$ cat src/csa_cfg.svh
// Offsets, field positions, reset values and timing counts of the core status block
`ifndef CSA_CFG_SVH
`define CSA_CFG_SVH
// Special-function addresses
`define CSA_ADR_STACK 8'h81
`define CSA_ADR_PTR_LO 8'h82
`define CSA_ADR_PTR_HI 8'h83
`define CSA_ADR_POWER 8'h87
`define CSA_ADR_AUX 8'h8e
`define CSA_ADR_AUX2 8'ha2
`define CSA_ADR_STATUS 8'hd0
`define CSA_ADR_WORK 8'he0
`define CSA_ADR_MULDIV 8'hf0
`define CSA_ADR_VERSION 8'hfb
// Status word fields
`define CSA_ST_CARRY 7
`define CSA_ST_AUX_CARRY 6
`define CSA_ST_USER0 5
`define CSA_ST_BANK_HI 4
`define CSA_ST_BANK_LO 3
`define CSA_ST_EXCESS 2
`define CSA_ST_USER1 1
`define CSA_ST_ODD 0
// Auxiliary control fields
`define CSA_AX_RSVD 7
`define CSA_AX_WIDE 6
`define CSA_AX_STRETCH 5
`define CSA_AX_PHS 4
`define CSA_AX_SIZE_HI 3
`define CSA_AX_SIZE_LO 2
`define CSA_AX_OFFCHIP 1
`define CSA_AX_QUIET 0
// Second auxiliary fields
`define CSA_AX2_FLAG 3
`define CSA_AX2_PSEL 0
// Reset values
`define CSA_RST_STATUS 8'h00
`define CSA_RST_AUX 7'h0d
`define CSA_RST_STACK 8'h07
// Timing in CPU clock periods
`define CSA_STROBE_SHORT 3
`define CSA_STROBE_LONG 15
`define CSA_ALE_DIV 3
// Expanded RAM boundaries per size code
`define CSA_ERAM_LIM0 16'h0100
`define CSA_ERAM_LIM1 16'h0200
`define CSA_ERAM_LIM2 16'h0400
`define CSA_ERAM_LIM3 16'h0800
`endif

$ cat src/csa_pkg.sv
// Types shared by the core status block
package csa_pkg;
   typedef enum logic [2:0] {
      CSA_IDLE = 3'b001,
      CSA_ADDR = 3'b010,
      CSA_STRB = 3'b100
   } csa_move_state_t;
endpackage

$ cat src/csa_core_regs.sv
// Core status word, auxiliary controls and external move sequencing
`include "csa_cfg.svh"
module csa_core_regs #(
   parameter logic [7:0] VERSION = 8'h5a  // Arbitrary value
) (
   // Clock and reset
   input wire logic mclk_i,
   input wire logic rst_b_i,
   // Special-function access
   input wire logic [7:0] sfr_addr_i,
   input wire logic sfr_wr_i,
   input wire logic sfr_rd_i,
   input wire logic [7:0] sfr_wdata_i,
   output logic [7:0] sfr_rdata_o,
   // ALU results
   input wire logic alu_carry_we_i,
   input wire logic alu_carry_i,
   input wire logic alu_aux_carry_we_i,
   input wire logic alu_aux_carry_i,
   input wire logic alu_excess_we_i,
   input wire logic alu_excess_i,
   input wire logic work_we_i,
   input wire logic [7:0] work_wdata_i,
   // Core view
   output logic [7:0] program_status_o,
   output logic [7:0] working_register_o,
   output logic [1:0] register_bank_select_o,
   output logic [15:0] data_pointer_o,
   // External move request
   input wire logic xmov_start_i,
   input wire logic xmov_via_ptr_i,
   input wire logic xmov_write_i,
   input wire logic [7:0] xmov_ri_addr_i,
   input wire logic [7:0] port_latch_i,
   output logic xmov_busy_o,
   // External bus and expanded RAM
   output logic ext_rd_b_o,
   output logic ext_wr_b_o,
   output logic ale_o,
   output logic [7:0] high_addr_o,
   output logic [7:0] low_addr_o,
   output logic wide_access_o,
   output logic eram_access_o,
   output logic [10:0] eram_addr_o
);
   ////////////////////////////////////////////////////////////////////////////
   logic rst_s1_q, rst_b_q;
   always_ff @(posedge mclk_i or negedge rst_b_i) begin
      if (!rst_b_i) begin
         rst_s1_q <= 1'b0;
         rst_b_q <= 1'b0;
      end else begin
         rst_s1_q <= 1'b1;
         rst_b_q <= rst_s1_q;
      end
   end

   ////////////////////////////////////////////////////////////////////////////
   logic [7:0] stack_q, power_q, work_q, muldiv_q;
   logic [7:0] ptr_lo_q [2];
   logic [7:0] ptr_hi_q [2];
   logic [6:0] aux_q;
   logic psel_q, aux2_flag_q;
   logic [7:1] st_q;
   logic wr_st, wr_aux;
   assign wr_st = sfr_wr_i && (sfr_addr_i == `CSA_ADR_STATUS);
   assign wr_aux = sfr_wr_i && (sfr_addr_i == `CSA_ADR_AUX);

   // Odd-ones flag from the live register, so a read never lags a write
   assign program_status_o = {st_q, ^work_q};
   assign working_register_o = work_q;
   assign register_bank_select_o = st_q[`CSA_ST_BANK_HI:`CSA_ST_BANK_LO];
   assign data_pointer_o = {ptr_hi_q[psel_q], ptr_lo_q[psel_q]};

   // ALU updates land after the software write so a same-cycle flag event wins
   always_ff @(posedge mclk_i or negedge rst_b_q) begin
      if (!rst_b_q) begin
         st_q <= 7'(`CSA_RST_STATUS >> 1);
      end else begin
         if (wr_st) begin
            st_q <= sfr_wdata_i[7:1];
         end
         if (alu_carry_we_i) begin
            st_q[`CSA_ST_CARRY] <= alu_carry_i;
         end
         if (alu_aux_carry_we_i) begin
            st_q[`CSA_ST_AUX_CARRY] <= alu_aux_carry_i;
         end
         if (alu_excess_we_i) begin
            st_q[`CSA_ST_EXCESS] <= alu_excess_i;
         end
      end
   end

   // Reserved bit is not stored; software must keep it zero
   always_ff @(posedge mclk_i or negedge rst_b_q) begin
      if (!rst_b_q) begin
         aux_q <= `CSA_RST_AUX;
      end else if (wr_aux) begin
         aux_q <= sfr_wdata_i[6:0];
      end
   end

   always_ff @(posedge mclk_i or negedge rst_b_q) begin
      if (!rst_b_q) begin
         work_q <= 8'h00;
      end else if (work_we_i) begin
         work_q <= work_wdata_i;
      end else if (sfr_wr_i && sfr_addr_i == `CSA_ADR_WORK) begin
         work_q <= sfr_wdata_i;
      end
   end

   always_ff @(posedge mclk_i or negedge rst_b_q) begin
      if (!rst_b_q) begin
         stack_q <= `CSA_RST_STACK;
         power_q <= 8'h00;
         muldiv_q <= 8'h00;
         psel_q <= 1'b0;
         aux2_flag_q <= 1'b0;
         ptr_lo_q[0] <= 8'h00;
         ptr_lo_q[1] <= 8'h00;
         ptr_hi_q[0] <= 8'h00;
         ptr_hi_q[1] <= 8'h00;
      end else if (sfr_wr_i) begin
         if (sfr_addr_i == `CSA_ADR_STACK) begin
            stack_q <= sfr_wdata_i;
         end else if (sfr_addr_i == `CSA_ADR_POWER) begin
            power_q <= sfr_wdata_i;
         end else if (sfr_addr_i == `CSA_ADR_MULDIV) begin
            muldiv_q <= sfr_wdata_i;
         end else if (sfr_addr_i == `CSA_ADR_AUX2) begin
            psel_q <= sfr_wdata_i[`CSA_AX2_PSEL];
            aux2_flag_q <= sfr_wdata_i[`CSA_AX2_FLAG];
         end else if (sfr_addr_i == `CSA_ADR_PTR_LO) begin
            ptr_lo_q[psel_q] <= sfr_wdata_i;
         end else if (sfr_addr_i == `CSA_ADR_PTR_HI) begin
            ptr_hi_q[psel_q] <= sfr_wdata_i;
         end
      end
   end

   // Read data is registered: valid the cycle after the read strobe
   always_ff @(posedge mclk_i or negedge rst_b_q) begin
      if (!rst_b_q) begin
         sfr_rdata_o <= 8'h00;
      end else if (sfr_rd_i) begin
         if (sfr_addr_i == `CSA_ADR_STATUS) begin
            sfr_rdata_o <= program_status_o;
         end else if (sfr_addr_i == `CSA_ADR_AUX) begin
            sfr_rdata_o <= {1'b0, aux_q};
         end else if (sfr_addr_i == `CSA_ADR_WORK) begin
            sfr_rdata_o <= work_q;
         end else if (sfr_addr_i == `CSA_ADR_STACK) begin
            sfr_rdata_o <= stack_q;
         end else if (sfr_addr_i == `CSA_ADR_PTR_LO) begin
            sfr_rdata_o <= ptr_lo_q[psel_q];
         end else if (sfr_addr_i == `CSA_ADR_PTR_HI) begin
            sfr_rdata_o <= ptr_hi_q[psel_q];
         end else if (sfr_addr_i == `CSA_ADR_POWER) begin
            sfr_rdata_o <= power_q;
         end else if (sfr_addr_i == `CSA_ADR_AUX2) begin
            sfr_rdata_o <= {4'h0, aux2_flag_q, 2'b00, psel_q};
         end else if (sfr_addr_i == `CSA_ADR_MULDIV) begin
            sfr_rdata_o <= muldiv_q;
         end else if (sfr_addr_i == `CSA_ADR_VERSION) begin
            sfr_rdata_o <= VERSION;
         end else begin
            sfr_rdata_o <= 8'h00;
         end
      end
   end

   ////////////////////////////////////////////////////////////////////////////
   csa_pkg::csa_move_state_t state_q;
   logic [3:0] cnt_q;
   logic [1:0] div_q;
   logic wr_q, str_q, wide_q, eram_q, accept, eram_hit;
   logic [15:0] limit;
   logic [10:0] eram_addr_q;
   logic [7:0] hi_q, lo_q;

   always_comb begin
      case (aux_q[`CSA_AX_SIZE_HI:`CSA_AX_SIZE_LO])
         2'b00: limit = `CSA_ERAM_LIM0;
         2'b01: limit = `CSA_ERAM_LIM1;
         2'b10: limit = `CSA_ERAM_LIM2;
         default: limit = `CSA_ERAM_LIM3;
      endcase
   end
   // Largest boundary is 0800h, so pointer moves above it always go off chip
   assign eram_hit = !aux_q[`CSA_AX_OFFCHIP] &&
      (!xmov_via_ptr_i || data_pointer_o < limit);
   assign accept = xmov_start_i && (state_q == csa_pkg::CSA_IDLE);
   assign xmov_busy_o = (state_q != csa_pkg::CSA_IDLE);

   always_ff @(posedge mclk_i or negedge rst_b_q) begin
      if (!rst_b_q) begin
         state_q <= csa_pkg::CSA_IDLE;
         cnt_q <= 4'h0;
      end else begin
         case (state_q)
            csa_pkg::CSA_IDLE: begin
               if (accept && !eram_hit) begin
                  state_q <= csa_pkg::CSA_ADDR;
               end
            end
            csa_pkg::CSA_ADDR: begin
               state_q <= csa_pkg::CSA_STRB;
               cnt_q <= str_q ? 4'(`CSA_STROBE_LONG - 1) : 4'(`CSA_STROBE_SHORT - 1);
            end
            csa_pkg::CSA_STRB: begin
               if (cnt_q == 4'h0) begin
                  state_q <= csa_pkg::CSA_IDLE;
               end else begin
                  cnt_q <= cnt_q - 4'h1;
               end
            end
            default: state_q <= csa_pkg::CSA_IDLE;
         endcase
      end
   end

   // Mode bits are captured per move so a mid-cycle write cannot tear a strobe
   always_ff @(posedge mclk_i or negedge rst_b_q) begin
      if (!rst_b_q) begin
         wr_q <= 1'b0;
         str_q <= 1'b0;
         wide_q <= 1'b0;
         hi_q <= 8'h00;
         lo_q <= 8'h00;
      end else if (accept) begin
         wr_q <= xmov_write_i;
         str_q <= aux_q[`CSA_AX_STRETCH];
         wide_q <= aux_q[`CSA_AX_WIDE];
         lo_q <= xmov_via_ptr_i ? ptr_lo_q[psel_q] : xmov_ri_addr_i;
         if (xmov_via_ptr_i && !aux_q[`CSA_AX_PHS]) begin
            hi_q <= ptr_hi_q[psel_q];
         end else begin
            hi_q <= port_latch_i;
         end
      end
   end

   always_ff @(posedge mclk_i or negedge rst_b_q) begin
      if (!rst_b_q) begin
         eram_q <= 1'b0;
         eram_addr_q <= 11'h000;
      end else begin
         eram_q <= accept && eram_hit;
         if (accept && eram_hit) begin
            eram_addr_q <= xmov_via_ptr_i ? data_pointer_o[10:0] : {3'b000, xmov_ri_addr_i};
         end
      end
   end

   always_ff @(posedge mclk_i or negedge rst_b_q) begin
      if (!rst_b_q) begin
         div_q <= 2'd0;
      end else if (div_q == 2'(`CSA_ALE_DIV - 1)) begin
         div_q <= 2'd0;
      end else begin
         div_q <= div_q + 2'd1;
      end
   end

   assign ext_rd_b_o = !(state_q == csa_pkg::CSA_STRB && !wr_q);
   assign ext_wr_b_o = !(state_q == csa_pkg::CSA_STRB && wr_q);
   assign ale_o = (state_q == csa_pkg::CSA_ADDR) ||
      (state_q == csa_pkg::CSA_IDLE && !aux_q[`CSA_AX_QUIET] && div_q == 2'd0);
   assign high_addr_o = hi_q;
   assign low_addr_o = lo_q;
   assign wide_access_o = wide_q;
   assign eram_access_o = eram_q;
   assign eram_addr_o = eram_addr_q;
endmodule

$ cat config.mk
export PLATFORM = sky130hd
export DESIGN_NAME = csa_core_regs
export DESIGN_NICKNAME = d
export VERILOG_FILES = /design/src/csa_pkg.sv /design/src/csa_core_regs.sv
export VERILOG_INCLUDE_DIRS = /design/src
export SDC_FILE = /design/constraint.sdc
export NUM_CORES = 1
export LEC_CHECK = 0
export BUFFER_PORTS_ARGS = -buffer_cell sky130_fd_sc_hd__buf_2
export CAP_MARGIN = 40
export CORE_UTILIZATION = 52
export CTS_BUF_LIST = sky130_fd_sc_hd__clkbuf_4 sky130_fd_sc_hd__clkbuf_8
export DETAILED_ROUTE_END_ITERATION = 16
export MAX_ROUTING_LAYER = met4
export PLACE_DENSITY_LB_ADDON = 0.1
export SLEW_MARGIN = 0
export SYNTH_ARGS = -nofsm -noshare
export SYNTH_HDL_FRONTEND = slang
export SYNTH_SLANG_ARGS = --single-unit
$ cat constraint.sdc
create_clock -name mclk_i -period 3.92 [get_ports mclk_i]
set_clock_uncertainty 0.1 [all_clocks]
set_input_delay 0.196 -clock mclk_i [delete_from_list [all_inputs] [get_ports mclk_i]]
set_output_delay 0.196 -clock mclk_i [all_outputs]
set_load 0.02 [all_outputs]
Word level (Yosys, flattened, before mapping). Index checks and enable logic that the tools add are counted.

Flip-flop bits (word level): 130.

Magnitude comparators: 3. Multiplexer cells: 37. Bitwise operators: 6. Equal/unequal tests: 20. Reductions and logical operators: 40. Add/sub/neg operators: 2.

Operator list (number): 8-bit 2-to-1 mux (20); 8-bit == test, second input constant (10); 12-bit one-hot mux with 3 select lines (1); 16-bit bitwise mux (2); 16-bit < comparator (1); 7-bit 2-to-1 mux (2); 1-bit logical AND (13); 11-bit 2-to-1 mux (1); 2-bit nonzero test (5); 3-bit one-hot mux with 3 select lines (1); 8-bit demux with 1-bit select (1); 1-bit zero test (8); 4-bit 2-to-1 mux (2); 4-bit one-hot mux with 2 select lines (1); 8-bit XOR reduction (1); 7-bit AND reduction (1); 3-bit 2-to-1 mux (2); 2-bit AND reduction (3); 6-bit AND reduction (1); 1-bit inverter (5); 5-bit AND reduction (1); 2-bit == test, second input constant (2); 2-bit zero test (2); 4-bit zero test (1); other kinds (17) (21).

Longest topological paths before layout.
Depth after elaboration: 11. Gate-level depth with buffers: 12. Depth with buffers taken out: 9.

Least setup slack after synthesis. No wires, ideal clock.

Path type: register -> register. Start: register psel_q. End: register eram_addr_q[10], in the netlist eram_addr_o[10]. Setup time: 0.128 ns. Setup slack: 0.804 ns. Path buffers: 3. Data required time: 3.692 ns. Data arrival time: 2.889 ns. Clock period less this slack: 3.116 ns. Cell stages (with the launch flop): 13. Cell sequence: dfrtp_1 buf_4 buf_2 mux2i_1 inv_1 ha_1 o211ai_1 a21oi_1 or3_1 a21oi_1 nand3_1 buf_4 mux2_1.

Longest elaborated chain between the ends: 8. Elaborated cells between the ends (all ways): 12.

RTL lines: start, declared (RTL line csa_core_regs.sv:63) `logic psel_q, aux2_flag_q;`; start signal, assigned (RTL line csa_core_regs.sv:133) `` psel_q <= sfr_wdata_i[`CSA_AX2_PSEL]; ``; 1-bit inverter with 2-bit output (implied by the code) (*) (RTL line csa_core_regs.sv:73) `assign data_pointer_o = {ptr_hi_q[psel_q], ptr_lo_q[psel_q]};`; 8-bit 2-to-1 mux (implied by the code) (*) (3 in a row) (RTL line csa_core_regs.sv:73); via data_pointer_o[10] (RTL line csa_core_regs.sv:28) `output logic [15:0] data_pointer_o,`; 16-bit < comparator (RTL line csa_core_regs.sv:193) `(!xmov_via_ptr_i || data_pointer_o < limit);`; 1-bit logical OR (RTL line csa_core_regs.sv:193); 1-bit logical AND (RTL line csa_core_regs.sv:192) `` assign eram_hit = !aux_q[`CSA_AX_OFFCHIP] && ``; 1-bit logical AND (RTL line csa_core_regs.sv:251) `if (accept && eram_hit) begin`; end signal, assigned (RTL line csa_core_regs.sv:252) `eram_addr_q <= xmov_via_ptr_i ? data_pointer_o[10:0] : {3'b000, xmov_ri_addr_i};`; end, declared (RTL line csa_core_regs.sv:180) `logic [10:0] eram_addr_q;`.

The timed path passes the listed nets; every way through them passes the cells marked *. The select of a mux whose other input is x is not followed. A chain may end at the register's enable or synchronous reset.

Worst setup path after layout.
Start: register psel_q. End: register eram_addr_q[10], in the netlist eram_addr_o[10].

Longest elaborated chain between the ends: 8. Elaborated cells between the ends (all ways): 12.

RTL lines (RTL line): 1-bit inverter with 2-bit output (implied by the code) (*) (csa_core_regs.sv:73); 8-bit 2-to-1 mux (implied by the code) (3 in a row) (csa_core_regs.sv:73); 16-bit < comparator (csa_core_regs.sv:193); 1-bit logical OR (csa_core_regs.sv:193); 1-bit logical AND (csa_core_regs.sv:192); 1-bit logical AND (csa_core_regs.sv:251).

Mark *: on every way between the ends. The rest lies on a longest branch, timed or not. The select of a mux whose other input is x is not followed.

==> impl_metrics.csv <==
group,metric,value,unit
die,dieArea,12800,um^2
critical_path,rr_worst_depth,10,
power_and_ir_drop,internal_power,2.41,mW
drt,first_pass_iters,6,
power_and_ir_drop,p_leak,4.19,nW
drt,dr_total_vias,5101,
critical_path,critical_path.max_fanout,12,
drt,drt_drc_violations_left,0,
min_path,worstHoldEndpoint,"low_addr_o[4]",
logic_synthesis,yosysWarnings,0,
sta,finalCritPeriodShare,75.0,%
layout,nets,808,
clock_tree,clk_pin_slew,0.07,ns
die,fp.dieH,113,um
drt,via_per_inst,5.61,
clock_tree,cts_root_buf,"clkbuf_8",
logic_synthesis,synth_nets,645,
logic_synthesis,synth.distinct_cells,62,
drt,ant_nets,0,
sta,slew_violations,0,
logic_synthesis,synth-simple-area-share,12.0,%
sta,min_period,2.94,ns
critical_path,critPathArrivalTime,3.16,ns
logic_synthesis,syn_inst,587,
logic_synthesis,synth_top_area_share,47.9,%
die,start_util,53.5,%
logic_synthesis,ys.flop_type,"dfrtp_1",
die,core-area,12000,um^2
power_and_ir_drop,pwr-share-clk,35.3,%
drt,wire_per_inst,18.2,um
sta,tightest_slew,0.716,ns
critical_path,crit_start,"psel_q",
power_and_ir_drop,p_per_area,423,nW/um^2
logic_synthesis,yosysSeqAreaShare,50.8,%
critical_path,required,4.14,ns
clock_tree,cts_resized,0,
clock_tree,clockBufferDepth,2,
global_routing,grtUsageTotal,28.6,%
global_routing,antenna_found_initial,0,
power_and_ir_drop,ir_worst_vdd,241,uV
status,outcome,"completed",
clock_tree,cts_tree,"yes",
drt,drtIter0Drc,298,
min_path,hp-start,"xmov_ri_addr_i[4]",
clock_tree,cts_buffers,17,
critical_path,endpoint_kind,"flip-flop",
logic_synthesis,synth-edff-count,0,
run,maxCapViolCount,0,
critical_path,rr_endpoint,"eram_addr_o[10]",
logic_synthesis,synth-xor-area-share,0.954,%
logic_synthesis,synth_area_leaders,"dfrtp_1 (48%), mux2_2 (13%), mux2i_1 (5.6%)",
global_routing,grt_max_degree,60,
die,rows,40,
critical_path,r2r-start,"psel_q",
layout,diodes,0,
logic_synthesis,synth_top_family_by_area,"multiplexers",
min_path,hold_depth,3,
placed_design,hpwl,11.8,mm
drt,finalWirelength,16.6,mm
clock_tree,clk_latency,0.44,ns
sta,finalSetupTns,0,ns
logic_synthesis,syn_avg_cell_area,10.9,um^2
die,pin_count,129,
min_path,hold_class,"input pin to flip-flop",
die,die_x,113,um
global_routing,grt_pass1_wl,26.7,mm
layout,final_cell_mix,"buf_2 (128), dfrtp_1 (122), mux2_2 (74)",
critical_path,path_class,"flip-flop to flip-flop",
layout,area_growth,24.8,%
sta,hold_slack,0.0209,ns
layout,final_common_cell,"buf_2",
sta,rsz0062_at_grt,"no",
layout,drive_gt1_share,34.7,%
clock_tree,cts.sinks,130,
logic_synthesis,synth.largest_area_cell,"dfrtp_1",
logic_synthesis,synth_fa_ha_area_share,0.779,%
global_routing,grt_pass1_vias,5066,
sta,maxSlewHeadroom,50.9,%
placed_design,place_congestion,0.898,
critical_path,start_kind,"flip-flop",
power_and_ir_drop,seq_power_share,45.3,%
sta,fmax,0.340,GHz
logic_synthesis,ys_ff_latch,130,
power_and_ir_drop,swShare,29.0,%
critical_path,rrSetupSlack,0.98,ns
layout,n_fill_cell,959,
placed_design,numPortBuffers,128,
global_routing,overflow,0,
layout,fin_area,8020,um^2
sta,hold_viol_final,0,
logic_synthesis,synth-compound-area-share,11.4,%
logic_synthesis,synth_mux_area_share,19.5,%
logic_synthesis,async_flop_share,100,%
logic_synthesis,synthesis.area,6420,um^2
power_and_ir_drop,p_switching,0.984,mW
sta,final-setup-viol-count,0,
clock_tree,cts_max_level,4,
placed_design,placed_area,7170,um^2
power_and_ir_drop,p_comb_share,19.4,%
==> how the worst max path moves through the flow <==
stage / cells after the start / to / slack (ns)
after global placement: 10 / eram_addr_o[10] / 1.13
final: 10 / eram_addr_o[10] / 0.98
after CTS: 10 / eram_addr_o[10] / 1.00
after global routing: 10 / eram_addr_o[10] / 0.82
after detailed placement: 10 / eram_addr_o[10] / 1.03
after floorplan: 12 / eram_addr_o[10] / 0.80
==> critical path: stages, from the launching register on <==
cell	delay, ns
dfrtp_1	0.46
mux2i_1	0.40
inv_1	0.12
ha_1	0.31
o211ai_1	0.16
a21oi_1	0.05
or3_1	0.39
a21oi_1	0.20
nand3_1	0.09
buf_4	0.21
mux2_1	0.32
==> sequential cells by signal, summed over array words and instances (netlist names), 2 cells and up <==
name	flops
ptr_lo_q	16
state_q	3
st_q	7
muldiv_q	8
low_addr_o	8
power_q	8
aux_q	7
cnt_q	4
sfr_rdata_o	8
working_register_o	8
div_q	2
high_addr_o	8
stack_q	8
ptr_hi_q	16
eram_addr_o	11
==> cell usage after synthesis, types with 2 or more instances <==
cell	n
buf_6	2
a221o_1	2
ha_1	4
nand2_2	2
a222oi_1	2
clkbuf_1	22
xnor2_1	6
or2_1	2
nand3b_1	2
mux2_2	74
a32oi_1	2
o211ai_1	2
o31a_1	3
nor2_2	3
buf_2	3
nor2b_1	6
o22ai_1	6
a22oi_1	4
dfstp_2	7
nand4b_1	2
nand2_1	50
a21boi_0	2
nand3_1	8
nor4_4	2
buf_4	6
a21oi_1	31
mux2_1	5
o21ai_0	51
nand2b_1	12
nor3_1	7
mux2i_1	36
inv_1	33
or3_1	2
a221oi_1	5
a31oi_1	3
nor2_1	27
dfrtp_1	123
nor4_1	2
and3b_1	2
nor2_8	2
==> final cells by class <==
class | instances | area (um^2) | share of cell area, %
clock buffers | 22 | 290 | 3.62
clock inverters | 10 | 133 | 1.65
inverters | 33 | 124 | 1.55
multi-input cells | 390 | 2870 | 35.8
flip-flops and latches | 130 | 3270 | 40.7
well taps | 147 | 184 | 2.29
repair buffers | 178 | 1150 | 14.3
==> what timing repair did <==
item                                   4_1_cts  5_1_grt
setup endpoints to repair                    0        0
endpoints found under the hold margin       35        0
setup buffers                                0        0
hold buffers                                42        0
==> routing by layer <==
metal,wire [um],track usage (%)
met1,7690,37.5
met2,7670,43.5
met3,776,4.77
met4,464,13.8
met5,0,-
==> stage by stage <==
step                      std cells  util (%)  total power [mW]  setup slack [ns]
final                           910      66.7              3.39             0.978
after global routing            910      66.7              3.55             0.817
after CTS                       910      66.7              3.42              1.00
after detailed placement        836      59.7              2.18              1.03
after global placement          834      59.4              2.15              1.13
after floorplan                 587         -              1.95             0.804
==> kinds of logic after synthesis <==
family,count (synthesis)
flops,130
compound gates,121
fa+ha+maj,4
buf+inv,67
xor+xnor,7
other cells,1
simple gates,142
mux,115
==> power by group through the flow <==
stage	sequential, mW	combinational (mW)	clock, mW
after floorplan	1.66	0.292	0
after global placement	1.57	0.589	0
after detailed placement	1.56	0.623	0
after CTS	1.53	0.660	1.22
after global routing	1.55	0.722	1.28
final	1.54	0.657	1.20
(Power assumes the default switching activity.)
